**config.mk**
```make
export PLATFORM = sky130hd
export DESIGN_NAME = tcr_register_bank
export DESIGN_NICKNAME = d
export VERILOG_FILES = /design/src/core/tcr_pkg.sv /design/src/core/tcr_register_bank.sv
export SDC_FILE = /design/constraint.sdc
export NUM_CORES = 1
export LEC_CHECK = 0
export ABC_AREA = 1
export ABC_CLOCK_PERIOD_IN_PS = 3800
export BUFFER_PORTS_ARGS = -buffer_cell sky130_fd_sc_hd__buf_4
export CAP_MARGIN = 5
export CORE_MARGIN = 2
export CORE_UTILIZATION = 55
export CTS_CLUSTER_SIZE = 24
export DETAILED_ROUTE_END_ITERATION = 8
export PLACE_DENSITY = 0.75
export SETUP_SLACK_MARGIN = 0.4
export SLEW_MARGIN = 40
export SYNTH_ARGS = -nofsm -noshare
export SYNTH_HDL_FRONTEND = slang
export SYNTH_SLANG_ARGS = --single-unit
```
**constraint.sdc**
```tcl
create_clock -name i_clk -period 3.8 [get_ports i_clk]
set_input_delay 0.38 -clock i_clk [delete_from_list [all_inputs] [get_ports i_clk]]
set_output_delay 0.38 -clock i_clk [all_outputs]
set_load 0.05 [all_outputs]
```
**src/core/tcr_pkg.sv**
```systemverilog
package tcr_pkg;

	// Register offsets (byte addresses on the host bus)
	localparam logic [6:0] A_ID_LO   = 7'h00;
	localparam logic [6:0] A_ID_HI   = 7'h01;
	localparam logic [6:0] A_REV     = 7'h02;
	localparam logic [6:0] A_SUBREV  = 7'h03;
	localparam logic [6:0] A_MS      = 7'h04;
	localparam logic [6:0] A_PH0_LO  = 7'h05;
	localparam logic [6:0] A_PH0_HI  = 7'h06;
	localparam logic [6:0] A_PH1_LO  = 7'h07;
	localparam logic [6:0] A_PH1_HI  = 7'h08;
	localparam logic [6:0] A_FILL    = 7'h09;
	localparam logic [6:0] A_LEAK    = 7'h0A;
	localparam logic [6:0] A_BKT     = 7'h0B;
	localparam logic [6:0] A_ASET    = 7'h0C;
	localparam logic [6:0] A_ACLR    = 7'h0D;
	localparam logic [6:0] A_TRIM_LO = 7'h0E;
	localparam logic [6:0] A_TRIM_HI = 7'h0F;
	localparam logic [6:0] A_REJ_LO  = 7'h10;
	localparam logic [6:0] A_REJ_HI  = 7'h11;
	localparam logic [6:0] A_ACC_LO  = 7'h12;
	localparam logic [6:0] A_ACC_HI  = 7'h13;
	localparam logic [6:0] A_MODE0   = 7'h1C;
	localparam logic [6:0] A_EVT_LO  = 7'h5E;
	localparam logic [6:0] A_EVT_HI  = 7'h5F;

	// Values after reset
	localparam logic [11:0] RST_PHASE = 12'h000;
	localparam logic [3:0]  RST_FILL  = 4'h1;
	localparam logic [3:0]  RST_LEAK  = 4'h3;
	localparam logic [5:0]  RST_BKT   = 6'h14;
	localparam logic [5:0]  RST_ASET  = 6'h0F;
	localparam logic [5:0]  RST_ACLR  = 6'h0A;
	localparam logic [10:0] RST_TRIM  = 11'h000;
	localparam logic [10:0] RST_REJ   = 11'h06E;
	localparam logic [10:0] RST_ACC   = 11'h064;
	localparam logic [5:0]  RST_MODE0 = 6'h00;

	// Identity values, arbitrary
	localparam logic [15:0] ID_CODE    = 16'hA5C3;
	localparam logic [7:0]  REV_CODE   = 8'h5A;
	localparam logic [7:0]  SUBREV_CODE = 8'h3C;

	// Mode register field positions
	localparam int MODE_OOP_BIT  = 5;
	localparam int MODE_AUTO_BIT = 4;

	// Millisecond tick timing
	localparam int CLK_PERIOD_NS = 50;
	localparam int MS_NS         = 1000000;
	localparam int MS_CYCLES     = MS_NS / CLK_PERIOD_NS;

	// Host bus pins as sampled
	typedef struct packed {
		logic       cs_n;
		logic       rd_n;
		logic       wr_n;
		logic [6:0] addr;
		logic [7:0] data;
	} tcr_pins_s;

endpackage

```
**src/core/tcr_register_bank.sv**
```systemverilog
`timescale 1ns/1ps

module tcr_register_bank #(
	parameter int P_MS_CYCLES = tcr_pkg::MS_CYCLES
) (
	// Clock and reset
	input  wire logic        i_clk,
	input  wire logic        i_arst_n,
	// Host bus pins
	input  wire logic        i_bus_cs_n,
	input  wire logic        i_bus_rd_n,
	input  wire logic        i_bus_wr_n,
	input  wire logic [6:0]  i_bus_addr,
	input  wire logic [7:0]  i_bus_ad,
	output logic      [7:0]  o_bus_ad,
	output logic             o_bus_ad_oe_n,
	// Device pins and status
	input  wire logic [1:0]  i_ms_sel,
	input  wire logic        i_ref_activity,
	input  wire logic [15:0] i_event,
	input  wire logic [10:0] i_ref_offset,
	// Settings and status to the device core
	output logic      [11:0] o_gen0_phase_adj,
	output logic      [11:0] o_gen1_phase_adj,
	output logic      [10:0] o_freerun_trim,
	output logic      [10:0] o_reject_range,
	output logic      [10:0] o_accept_range,
	output logic      [5:0]  o_gen0_mode,
	output logic      [15:0] o_event,
	output logic             o_activity_alarm,
	output logic             o_ref_follow
);

	tcr_pkg::tcr_pins_s pin_s1_r, pin_s2_r, pin_prev_r;
	logic [1:0]  ms_s1_r, ms_s2_r;
	logic        act_s1_r, act_s2_r;
	logic [7:0]  rd_hold_r, wr_hold_r, ad_r;
	logic        ad_oe_n_r;
	logic [11:0] ph0_r, ph1_r;
	logic [3:0]  fill_r, leak_r;
	logic [5:0]  bkt_r, aset_r, aclr_r, mode0_r;
	logic [10:0] trim_r, rej_r, acc_r;
	logic [15:0] evt_r, evt_nxt;
	logic [14:0] ms_cnt_r;
	logic [3:0]  fill_cnt_r, leak_cnt_r;
	logic [5:0]  bucket_r, bucket_nxt;
	logic        seen_r, alarm_r, follow_r;
	logic [15:0] val16;

	// Pin synchronisers and edge history
	always_ff @(posedge i_clk or negedge i_arst_n) begin
		if (!i_arst_n) begin
			pin_s1_r   <= '1;
			pin_s2_r   <= '1;
			pin_prev_r <= '1;
			ms_s1_r    <= 2'h0;
			ms_s2_r    <= 2'h0;
			act_s1_r   <= 1'b0;
			act_s2_r   <= 1'b0;
		end else begin
			pin_s1_r   <= {i_bus_cs_n, i_bus_rd_n, i_bus_wr_n, i_bus_addr, i_bus_ad};
			pin_s2_r   <= pin_s1_r;
			pin_prev_r <= pin_s2_r;
			ms_s1_r    <= i_ms_sel;
			ms_s2_r    <= ms_s1_r;
			act_s1_r   <= i_ref_activity;
			act_s2_r   <= act_s1_r;
		end
	end

	// Access decode: read on strobe fall, write on strobe rise
	wire        rd_take = !pin_s2_r.cs_n && !pin_s2_r.rd_n && pin_prev_r.rd_n;
	wire        wr_take = !pin_prev_r.cs_n && pin_s2_r.wr_n && !pin_prev_r.wr_n;
	wire        rd_act  = !pin_s2_r.cs_n && !pin_s2_r.rd_n;
	wire [6:0]  raddr   = pin_s2_r.addr;
	wire [6:0]  waddr   = pin_prev_r.addr;
	wire [7:0]  wdata   = pin_prev_r.data;
	wire        r_is_lo = (raddr == tcr_pkg::A_ID_LO) || (raddr == tcr_pkg::A_PH0_LO) ||
		(raddr == tcr_pkg::A_PH1_LO) || (raddr == tcr_pkg::A_TRIM_LO) ||
		(raddr == tcr_pkg::A_REJ_LO) || (raddr == tcr_pkg::A_ACC_LO) ||
		(raddr == tcr_pkg::A_EVT_LO);
	wire        r_is_hi = (raddr == tcr_pkg::A_ID_HI) || (raddr == tcr_pkg::A_PH0_HI) ||
		(raddr == tcr_pkg::A_PH1_HI) || (raddr == tcr_pkg::A_TRIM_HI) ||
		(raddr == tcr_pkg::A_REJ_HI) || (raddr == tcr_pkg::A_ACC_HI) ||
		(raddr == tcr_pkg::A_EVT_HI);
	wire        w_is_lo = (waddr == tcr_pkg::A_PH0_LO) || (waddr == tcr_pkg::A_PH1_LO) ||
		(waddr == tcr_pkg::A_TRIM_LO) || (waddr == tcr_pkg::A_REJ_LO) ||
		(waddr == tcr_pkg::A_ACC_LO) || (waddr == tcr_pkg::A_EVT_LO);
	wire [15:0] wval    = {wdata, wr_hold_r};
	wire        wr_at   = wr_take;
	wire        bkt_ok  = wdata[5:0] >= aset_r;
	wire        aset_ok = (wdata[5:0] > aclr_r) && (wdata[5:0] <= bkt_r);
	wire        aclr_ok = wdata[5:0] < aset_r;
	wire [15:0] evt_clr = (wr_at && waddr == tcr_pkg::A_EVT_HI) ? wval : 16'h0000;

	// Full value of the register holding the read address
	always_comb begin
		case (raddr)
			tcr_pkg::A_ID_LO:   val16 = tcr_pkg::ID_CODE;
			tcr_pkg::A_REV:     val16 = {8'h00, tcr_pkg::REV_CODE};
			tcr_pkg::A_SUBREV:  val16 = {8'h00, tcr_pkg::SUBREV_CODE};
			tcr_pkg::A_MS:      val16 = {14'h0000, ms_s2_r};
			tcr_pkg::A_PH0_LO:  val16 = {4'h0, ph0_r};
			tcr_pkg::A_PH1_LO:  val16 = {4'h0, ph1_r};
			tcr_pkg::A_FILL:    val16 = {12'h000, fill_r};
			tcr_pkg::A_LEAK:    val16 = {12'h000, leak_r};
			tcr_pkg::A_BKT:     val16 = {10'h000, bkt_r};
			tcr_pkg::A_ASET:    val16 = {10'h000, aset_r};
			tcr_pkg::A_ACLR:    val16 = {10'h000, aclr_r};
			tcr_pkg::A_TRIM_LO: val16 = {5'h00, trim_r};
			tcr_pkg::A_REJ_LO:  val16 = {5'h00, rej_r};
			tcr_pkg::A_ACC_LO:  val16 = {5'h00, acc_r};
			tcr_pkg::A_MODE0:   val16 = {10'h000, mode0_r};
			tcr_pkg::A_EVT_LO:  val16 = evt_r;
			default:            val16 = 16'h0000;
		endcase
	end

	// Read side: drive data, snapshot upper byte on low byte read
	always_ff @(posedge i_clk or negedge i_arst_n) begin
		if (!i_arst_n) begin
			ad_r      <= 8'h00;
			ad_oe_n_r <= 1'b1;
			rd_hold_r <= 8'h00;
		end else begin
			ad_oe_n_r <= !rd_act;
			if (rd_take) begin
				ad_r <= r_is_hi ? rd_hold_r : val16[7:0];
				if (r_is_lo) begin
					rd_hold_r <= val16[15:8];
				end
			end
		end
	end

	// Write side: low byte held, upper byte commits
	always_ff @(posedge i_clk or negedge i_arst_n) begin
		if (!i_arst_n) begin
			wr_hold_r <= 8'h00;
			ph0_r     <= tcr_pkg::RST_PHASE;
			ph1_r     <= tcr_pkg::RST_PHASE;
			fill_r    <= tcr_pkg::RST_FILL;
			leak_r    <= tcr_pkg::RST_LEAK;
			bkt_r     <= tcr_pkg::RST_BKT;
			aset_r    <= tcr_pkg::RST_ASET;
			aclr_r    <= tcr_pkg::RST_ACLR;
			trim_r    <= tcr_pkg::RST_TRIM;
			rej_r     <= tcr_pkg::RST_REJ;
			acc_r     <= tcr_pkg::RST_ACC;
			mode0_r   <= tcr_pkg::RST_MODE0;
		end else if (wr_at) begin
			if (w_is_lo) begin
				wr_hold_r <= wdata;
			end
			case (waddr)
				tcr_pkg::A_PH0_HI:  ph0_r  <= wval[11:0];
				tcr_pkg::A_PH1_HI:  ph1_r  <= wval[11:0];
				tcr_pkg::A_FILL:    fill_r <= wdata[3:0];
				tcr_pkg::A_LEAK:    leak_r <= wdata[3:0];
				tcr_pkg::A_BKT:     if (bkt_ok) bkt_r <= wdata[5:0];
				tcr_pkg::A_ASET:    if (aset_ok) aset_r <= wdata[5:0];
				tcr_pkg::A_ACLR:    if (aclr_ok) aclr_r <= wdata[5:0];
				tcr_pkg::A_TRIM_HI: trim_r <= wval[10:0];
				tcr_pkg::A_REJ_HI:  rej_r  <= wval[10:0];
				tcr_pkg::A_ACC_HI:  acc_r  <= wval[10:0];
				tcr_pkg::A_MODE0:   mode0_r <= wdata[5:0];
				default:            ;
			endcase
		end
	end

	// Event flags: new events win over a clear in the same cycle
	assign evt_nxt = (evt_r & ~evt_clr) | i_event;

	always_ff @(posedge i_clk or negedge i_arst_n) begin
		if (!i_arst_n) begin
			evt_r <= 16'h0000;
		end else begin
			evt_r <= evt_nxt;
		end
	end

	// Activity monitor timing strobes
	wire ms_tick   = ms_cnt_r == 15'(P_MS_CYCLES - 1);
	wire fill_end  = ms_tick && (fill_cnt_r == fill_r);
	wire leak_end  = fill_end && (leak_cnt_r == leak_r);
	wire fill_hit  = seen_r || act_s2_r;

	// Bucket level: fill on active window, leak per leak window, cap
	always_comb begin
		bucket_nxt = bucket_r;
		if (fill_end) begin
			if (fill_hit && bucket_r < bkt_r) begin
				bucket_nxt = bucket_r + 6'h01;
			end
			if (leak_end && bucket_nxt != 6'h00) begin
				bucket_nxt = bucket_nxt - 6'h01;
			end
		end
		if (bucket_nxt > bkt_r) begin
			bucket_nxt = bkt_r;
		end
	end

	always_ff @(posedge i_clk or negedge i_arst_n) begin
		if (!i_arst_n) begin
			ms_cnt_r   <= 15'h0000;
			fill_cnt_r <= 4'h0;
			leak_cnt_r <= 4'h0;
			seen_r     <= 1'b0;
			bucket_r   <= 6'h00;
			alarm_r    <= 1'b0;
		end else begin
			ms_cnt_r   <= ms_tick ? 15'h0000 : ms_cnt_r + 15'h0001;
			if (ms_tick) begin
				fill_cnt_r <= fill_end ? 4'h0 : fill_cnt_r + 4'h1;
			end
			if (fill_end) begin
				leak_cnt_r <= leak_end ? 4'h0 : leak_cnt_r + 4'h1;
			end
			seen_r   <= fill_end ? 1'b0 : fill_hit;
			bucket_r <= bucket_nxt;
			if (bucket_r >= aset_r) begin
				alarm_r <= 1'b1;
			end else if (bucket_r <= aclr_r) begin
				alarm_r <= 1'b0;
			end
		end
	end

	// Pull-in limit: in manual mode a reference beyond range is followed only if allowed
	always_ff @(posedge i_clk or negedge i_arst_n) begin
		if (!i_arst_n) begin
			follow_r <= 1'b0;
		end else begin
			follow_r <= mode0_r[tcr_pkg::MODE_AUTO_BIT] || (i_ref_offset <= rej_r) ||
				mode0_r[tcr_pkg::MODE_OOP_BIT];
		end
	end

	// Outputs straight from flip-flops
	assign o_bus_ad         = ad_r;
	assign o_bus_ad_oe_n    = ad_oe_n_r;
	assign o_gen0_phase_adj = ph0_r;
	assign o_gen1_phase_adj = ph1_r;
	assign o_freerun_trim   = trim_r;
	assign o_reject_range   = rej_r;
	assign o_accept_range   = acc_r;
	assign o_gen0_mode      = mode0_r;
	assign o_event          = evt_r;
	assign o_activity_alarm = alarm_r;
	assign o_ref_follow     = follow_r;

	// Checks
	AST_RD_SNAP: assert property (@(posedge i_clk) disable iff (!i_arst_n)
		rd_take && r_is_lo |=> rd_hold_r == $past(val16[15:8]))
		else $error("upper byte not snapshot on low byte read");
	AST_RD_HOLD: assert property (@(posedge i_clk) disable iff (!i_arst_n)
		rd_take && r_is_hi |=> o_bus_ad == $past(rd_hold_r))
		else $error("upper byte read did not return held value");
	AST_WR_DEFER: assert property (@(posedge i_clk) disable iff (!i_arst_n)
		wr_take && waddr == tcr_pkg::A_PH0_LO |=> $stable(ph0_r))
		else $error("low byte write changed target early");
	AST_WR_COMMIT: assert property (@(posedge i_clk) disable iff (!i_arst_n)
		wr_take && waddr == tcr_pkg::A_PH0_HI |=> ph0_r == $past(wval[11:0]))
		else $error("upper byte write did not commit held value");
	AST_EVT_STICKY: assert property (@(posedge i_clk) disable iff (!i_arst_n)
		i_event[0] |=> evt_r[0] ##1 (evt_r[0] || $past(evt_clr[0])))
		else $error("event flag lost");
	AST_MS_PINS: assert property (@(posedge i_clk) disable iff (!i_arst_n)
		rd_take && raddr == tcr_pkg::A_MS |=> o_bus_ad == {6'h00, $past(ms_s2_r)})
		else $error("master/slave status wrong");
	AST_BKT_REJECT: assert property (@(posedge i_clk) disable iff (!i_arst_n)
		wr_take && waddr == tcr_pkg::A_BKT && !bkt_ok |=> $stable(bkt_r))
		else $error("invalid bucket size stored");
	AST_LEVELS: assert property (@(posedge i_clk) disable iff (!i_arst_n)
		aclr_r < aset_r && aset_r <= bkt_r)
		else $error("alarm levels out of order");
	AST_ALARM: assert property (@(posedge i_clk) disable iff (!i_arst_n)
		bucket_r >= aset_r |=> alarm_r)
		else $error("alarm not raised at set level");
	AST_FOLLOW: assert property (@(posedge i_clk) disable iff (!i_arst_n)
		!mode0_r[tcr_pkg::MODE_AUTO_BIT] && !mode0_r[tcr_pkg::MODE_OOP_BIT] &&
		i_ref_offset > rej_r |=> !o_ref_follow)
		else $error("reference followed beyond pull-in");
	COV_MB_WRITE: cover property (@(posedge i_clk) disable iff (!i_arst_n)
		wr_take && waddr == tcr_pkg::A_PH0_HI);
	COV_EVT_CLR: cover property (@(posedge i_clk) disable iff (!i_arst_n) evt_clr != 16'h0000);
	COV_ALARM: cover property (@(posedge i_clk) disable iff (!i_arst_n) $rose(alarm_r));

endmodule // tcr_register_bank

```
==> results.txt <==
* Skew final: ~19 ps
- The final critical path takes up 89.0% of the cycle.
- After synthesis the netlist holds a flip-flop and latch count of 222.
- In this run the power density over the cells is 444 mW/mm2.
- For this block, the initial DRC count from the detailed router was around 770.
- Maximum operating frequency: approximately 300 MHz
- CTS HTree Levels: 1
- # nets final: 1494
- The initial utilization of the core area, before any placement, comes to between 50% and 60%.
- 140 I/O pins were placed.
* Placeable core region: 0.0189 mm2
- Final estimated routing congestion in global placement: between 0.9 and 1
- The worst hold path was traced through 3 stages.
- The number of global-route vias before repair was 8900.
* Number of maximum-capacitance constraint violations: 0
- The worst setup path is launched from a register.
- The number of antenna violations at the first check in global routing was 0.
- Destination of the worst hold path: o_event[6]
* Switching Fraction: 25.7%
* Die Height: 143 um
* Switch Pwr: 0.00154 W
* Buffers plus inverters on the worst setup path: 3
- Commonest register cell after synthesis: sky130_fd_sc_hd__dfrtp_1
* Biggest area contributors in the synthesized netlist: sky130_fd_sc_hd__dfrtp_1, sky130_fd_sc_hd__dfstp_2, sky130_fd_sc_hd__nand2_1
- Top cells by count, synth: sky130_fd_sc_hd__nand2_1, sky130_fd_sc_hd__dfrtp_1, sky130_fd_sc_hd__inv_1
* Detailed Place HPWL: 21500 um
- Averaged over all synthesized cells, the footprint is 8.98 um2.
- Before antenna repair, the detailed router went through 5 iterations.
- Entering global routing, the biggest net connects 93 pins.
* Maximum single-stage delay on the critical path: roughly 550 ps
- The count of buffers added on input and output ports is 139.
* # DRC: 0
* Setup repair after global routing missed its margin: yes
* Sequential-to-total area share from yosys stat: 52.8%
- Total track usage: between 20% and 30%
- Internal power summed over all cells: 0.00446 W
* Crit Path Max Fanout: 6
- Global routing finished with a remaining overflow of 0.
* Synthesis warning total: 0
- Of the cells placed in the final design, the portion with a size suffix greater than 1 is 25.7%.
* Register clock-pin slew on the reported worst setup and hold paths: ~60 ps
- Cell type contributing the most total cell area after synthesis: sky130_fd_sc_hd__dfrtp_1
- Sequential share of power: a little over two fifths
- By instance count, the leading cell after synthesis is sky130_fd_sc_hd__nand2_1.
- TritonCTS built the clock tree.
* Hold/Removal Path Class: in -> reg
- Length in cells of the worst reg-to-reg path: 24
- Critical R2R Launch: bkt_r[4]
- Setup violations, final: 0
- Clock latency of the later-clocked register in the worst-skew pair: roughly 520 ps
- Combinational logic is responsible for 14.4% of the overall power.
* Netlist Area Pre-Place: between 0.01 and 0.015 mm2
- Buffer levels on the longest clock path: 3
- Counting distinct cell types in the post-synthesis netlist gives 53.
- When the netlist entered floorplanning its net count stood at 1298.
- The final count of pins violating max slew came to 0.
- R2r endpoint: bucket_r[4]
- For the worst setup path, the data required time is 4200 ps.
- Buffers inserted during clock tree synthesis total 24.
- STA classifies the critical path endpoint as a register.
* Worst-Margin Slew: around 790 ps
* Result of the run: finished clean
* Number of failing hold endpoints at the final stage: 0
- Area growth from synthesis to final layout: 26.4%
- Number of cells produced by synthesis: about 1200
- CTS saw 222 sinks.
- In this run the core area contains 50 standard-cell rows.
* Worst Path Class, Setup: reg -> reg
- The count of nets left with antenna violations once routing finished came out at 0.
- The worst path in the final design needs a cycle of 3380 ps, including I/O delays and setup.
- Across the VDD grid, the largest voltage drop is 307 uV.
- Most frequent cell on the critical path: sky130_fd_sc_hd__nand2_2
* Worst EP arrival: 3780 ps
- Counting flops with an async set or reset pin after synthesis yields a share of 100%.
* Slowest CP cell: sky130_fd_sc_hd__dfstp_2
* R2R Setup Slk: 420 ps
* Avg WL per Cell: 18.2 um
* Startpoint of the lowest-slack hold path: i_event[6]
- Fraction of synthesized cell area taken by the top area cell type: 34.6%
- Antenna diode count: 0
- The first global-routing pass estimated 47400 um of wire.
- Routed via count: between 9000 and 10000
* Post-layout total power: 0.00600 W
* Die area: 0.0206 mm2
* Total wire length after detailed routing: 30200 um
- On the critical path the largest part of the delay comes from simple AND/OR/NAND/NOR gates.
- For this design the static power due to leakage is 6.34 nW.
- CP Cell Sequence: inv_4, ha_4, nand2_4, nor2_2, nand2_2, nand2_4, xor2_2, ha_2, inv_2, nor2_2, nand3_2, nand2_4, nand2_2, nand2_2, a21oi_2, ha_1, nand2_2, nor2_2, o21ai_1, o211ai_1, nand2_2, buf_6, nand3b_1, nand2_1
- Vias per cell: 5.55
* Setup TNS: 0 ps
- Measured against its own limit, the worst slew margin works out to 46.9%.
- EDFF count, synth: 0
- Width of the die: 143 um
* Master cell of the clock root buffer: sky130_fd_sc_hd__clkbuf_16
* Clock network power share: a little over two fifths
[sequential cells by signal (all words and copies together), names as in the netlist, 8 cells and up]
register	cells
ms_cnt_r	15
o_accept_range	11
o_bus_ad	8
o_event	16
o_freerun_trim	11
o_gen0_phase_adj	12
o_gen1_phase_adj	12
o_reject_range	11
pin_s1_r	18
pin_s2_r	11
rd_hold_r	8
wdata	8
wr_hold_r	8
[cell usage in the layout (no fill, tap or decap), drive strengths merged, types with 16 or more instances in the layout]
cell type    instances
buf                172
a21oi               45
nor2                75
nand2              301
clkbuf              35
dfrtp              148
o21ai              137
nor3                16
ha                  58
nand3               45
dfstp               74
dlygate4sd3         22
nand4               22
inv                149
[worst reg2reg max path: stages (launching register included)]
cell and delay, ps:
sky130_fd_sc_hd__dfstp_2 550, sky130_fd_sc_hd__inv_4 50, sky130_fd_sc_hd__ha_4 280, sky130_fd_sc_hd__nand2_4 60, sky130_fd_sc_hd__nor2_2 90, sky130_fd_sc_hd__nand2_2 100
sky130_fd_sc_hd__nand2_4 110, sky130_fd_sc_hd__xor2_2 160, sky130_fd_sc_hd__ha_2 190, sky130_fd_sc_hd__inv_2 30, sky130_fd_sc_hd__nor2_2 100, sky130_fd_sc_hd__nand3_2 110
sky130_fd_sc_hd__nand2_4 130, sky130_fd_sc_hd__nand2_2 70, sky130_fd_sc_hd__nand2_2 80, sky130_fd_sc_hd__a21oi_2 70, sky130_fd_sc_hd__ha_1 340, sky130_fd_sc_hd__nand2_2 70
sky130_fd_sc_hd__nor2_2 120, sky130_fd_sc_hd__o21ai_1 70, sky130_fd_sc_hd__o211ai_1 110, sky130_fd_sc_hd__nand2_2 130, sky130_fd_sc_hd__buf_6 140, sky130_fd_sc_hd__nand3b_1 80
sky130_fd_sc_hd__nand2_1 50
[power by group through the flow]
stage | Sequential, W | Clock, W | Combinational (W)
final | 0.00253 | 0.00261 | 0.000862
after global routing | 0.00254 | 0.00275 | 0.000944
after CTS | 0.00253 | 0.00265 | 0.000796
after detailed placement | 0.00257 | 0 | 0.000744
after global placement | 0.00257 | 0 | 0.000730
after floorplan | 0.00265 | 0 | 0.000370
[worst max-delay path by stage]
stage	cells past startpoint	startpoint	to	slack, ps
floorplan	25	bkt_r[4]	bucket_r[0]	430
global placement	26	bkt_r[4]	bucket_r[0]	280
detailed placement	26	bkt_r[4]	bucket_r[0]	190
CTS	26	bkt_r[4]	bucket_r[4]	400
global route	25	bkt_r[2]	bucket_r[4]	220
finish	24	bkt_r[4]	bucket_r[4]	420
[metrics by stage]
step                      std cells  utilization (%)  instance area, um2  hold WS (ps)  worst slack [ps]
after global placement         1581             64.0               12100           335               282
after floorplan                1190                -               10700          84.4               427
after global routing           1664             71.5               13500          34.5               219
after CTS                      1654             70.4               13300          20.0               404
after detailed placement       1581             64.0               12100           336               190
final                          1664             71.5               13500          37.2               417
[cells by family (layout without fill, tap and decap cells)]
kind of cell             after synthesis  after routing  share of synthesized area (%)
adder cells (fa/ha/maj)               58             58                           6.79
AO/OA/AOI/OAI                        248            248                           13.5
XOR/XNOR                              12             12                           1.05
buffers and inverters                176            390                           6.31
flip-flops                           222            222                           52.8
AND/OR/NAND/NOR                      474            474                           19.5
[layout make-up]
cell class,count,area [um2]
fill,1524,5380
clock inverter,9,184
clock buffer,35,724
tap,260,325
sequential,222,5650
inverter,152,579
multi-input combinational,792,4510
timing repair buffer,194,1540
[timing repair]
action | CTS | global route
buffers inserted | 7 | 10
endpoints found under the hold margin | 94 | 0
cloned | 0 | 0
hold buffers | 22 | 0
resized for setup | 10 | 37
pin swaps | 10 | 21
setup endpoints to repair | 6 | 6
[routing by layer]
metal	up-vias	wire length [um]	GRT usage (%)
met5	-	0	0
met4	0	1310	12.0
met3	93	2580	6.33
met2	390	14200	47.5
met1	4406	12100	39.9
li1	4354	-	-
Power figures use the tool's default switching activity.
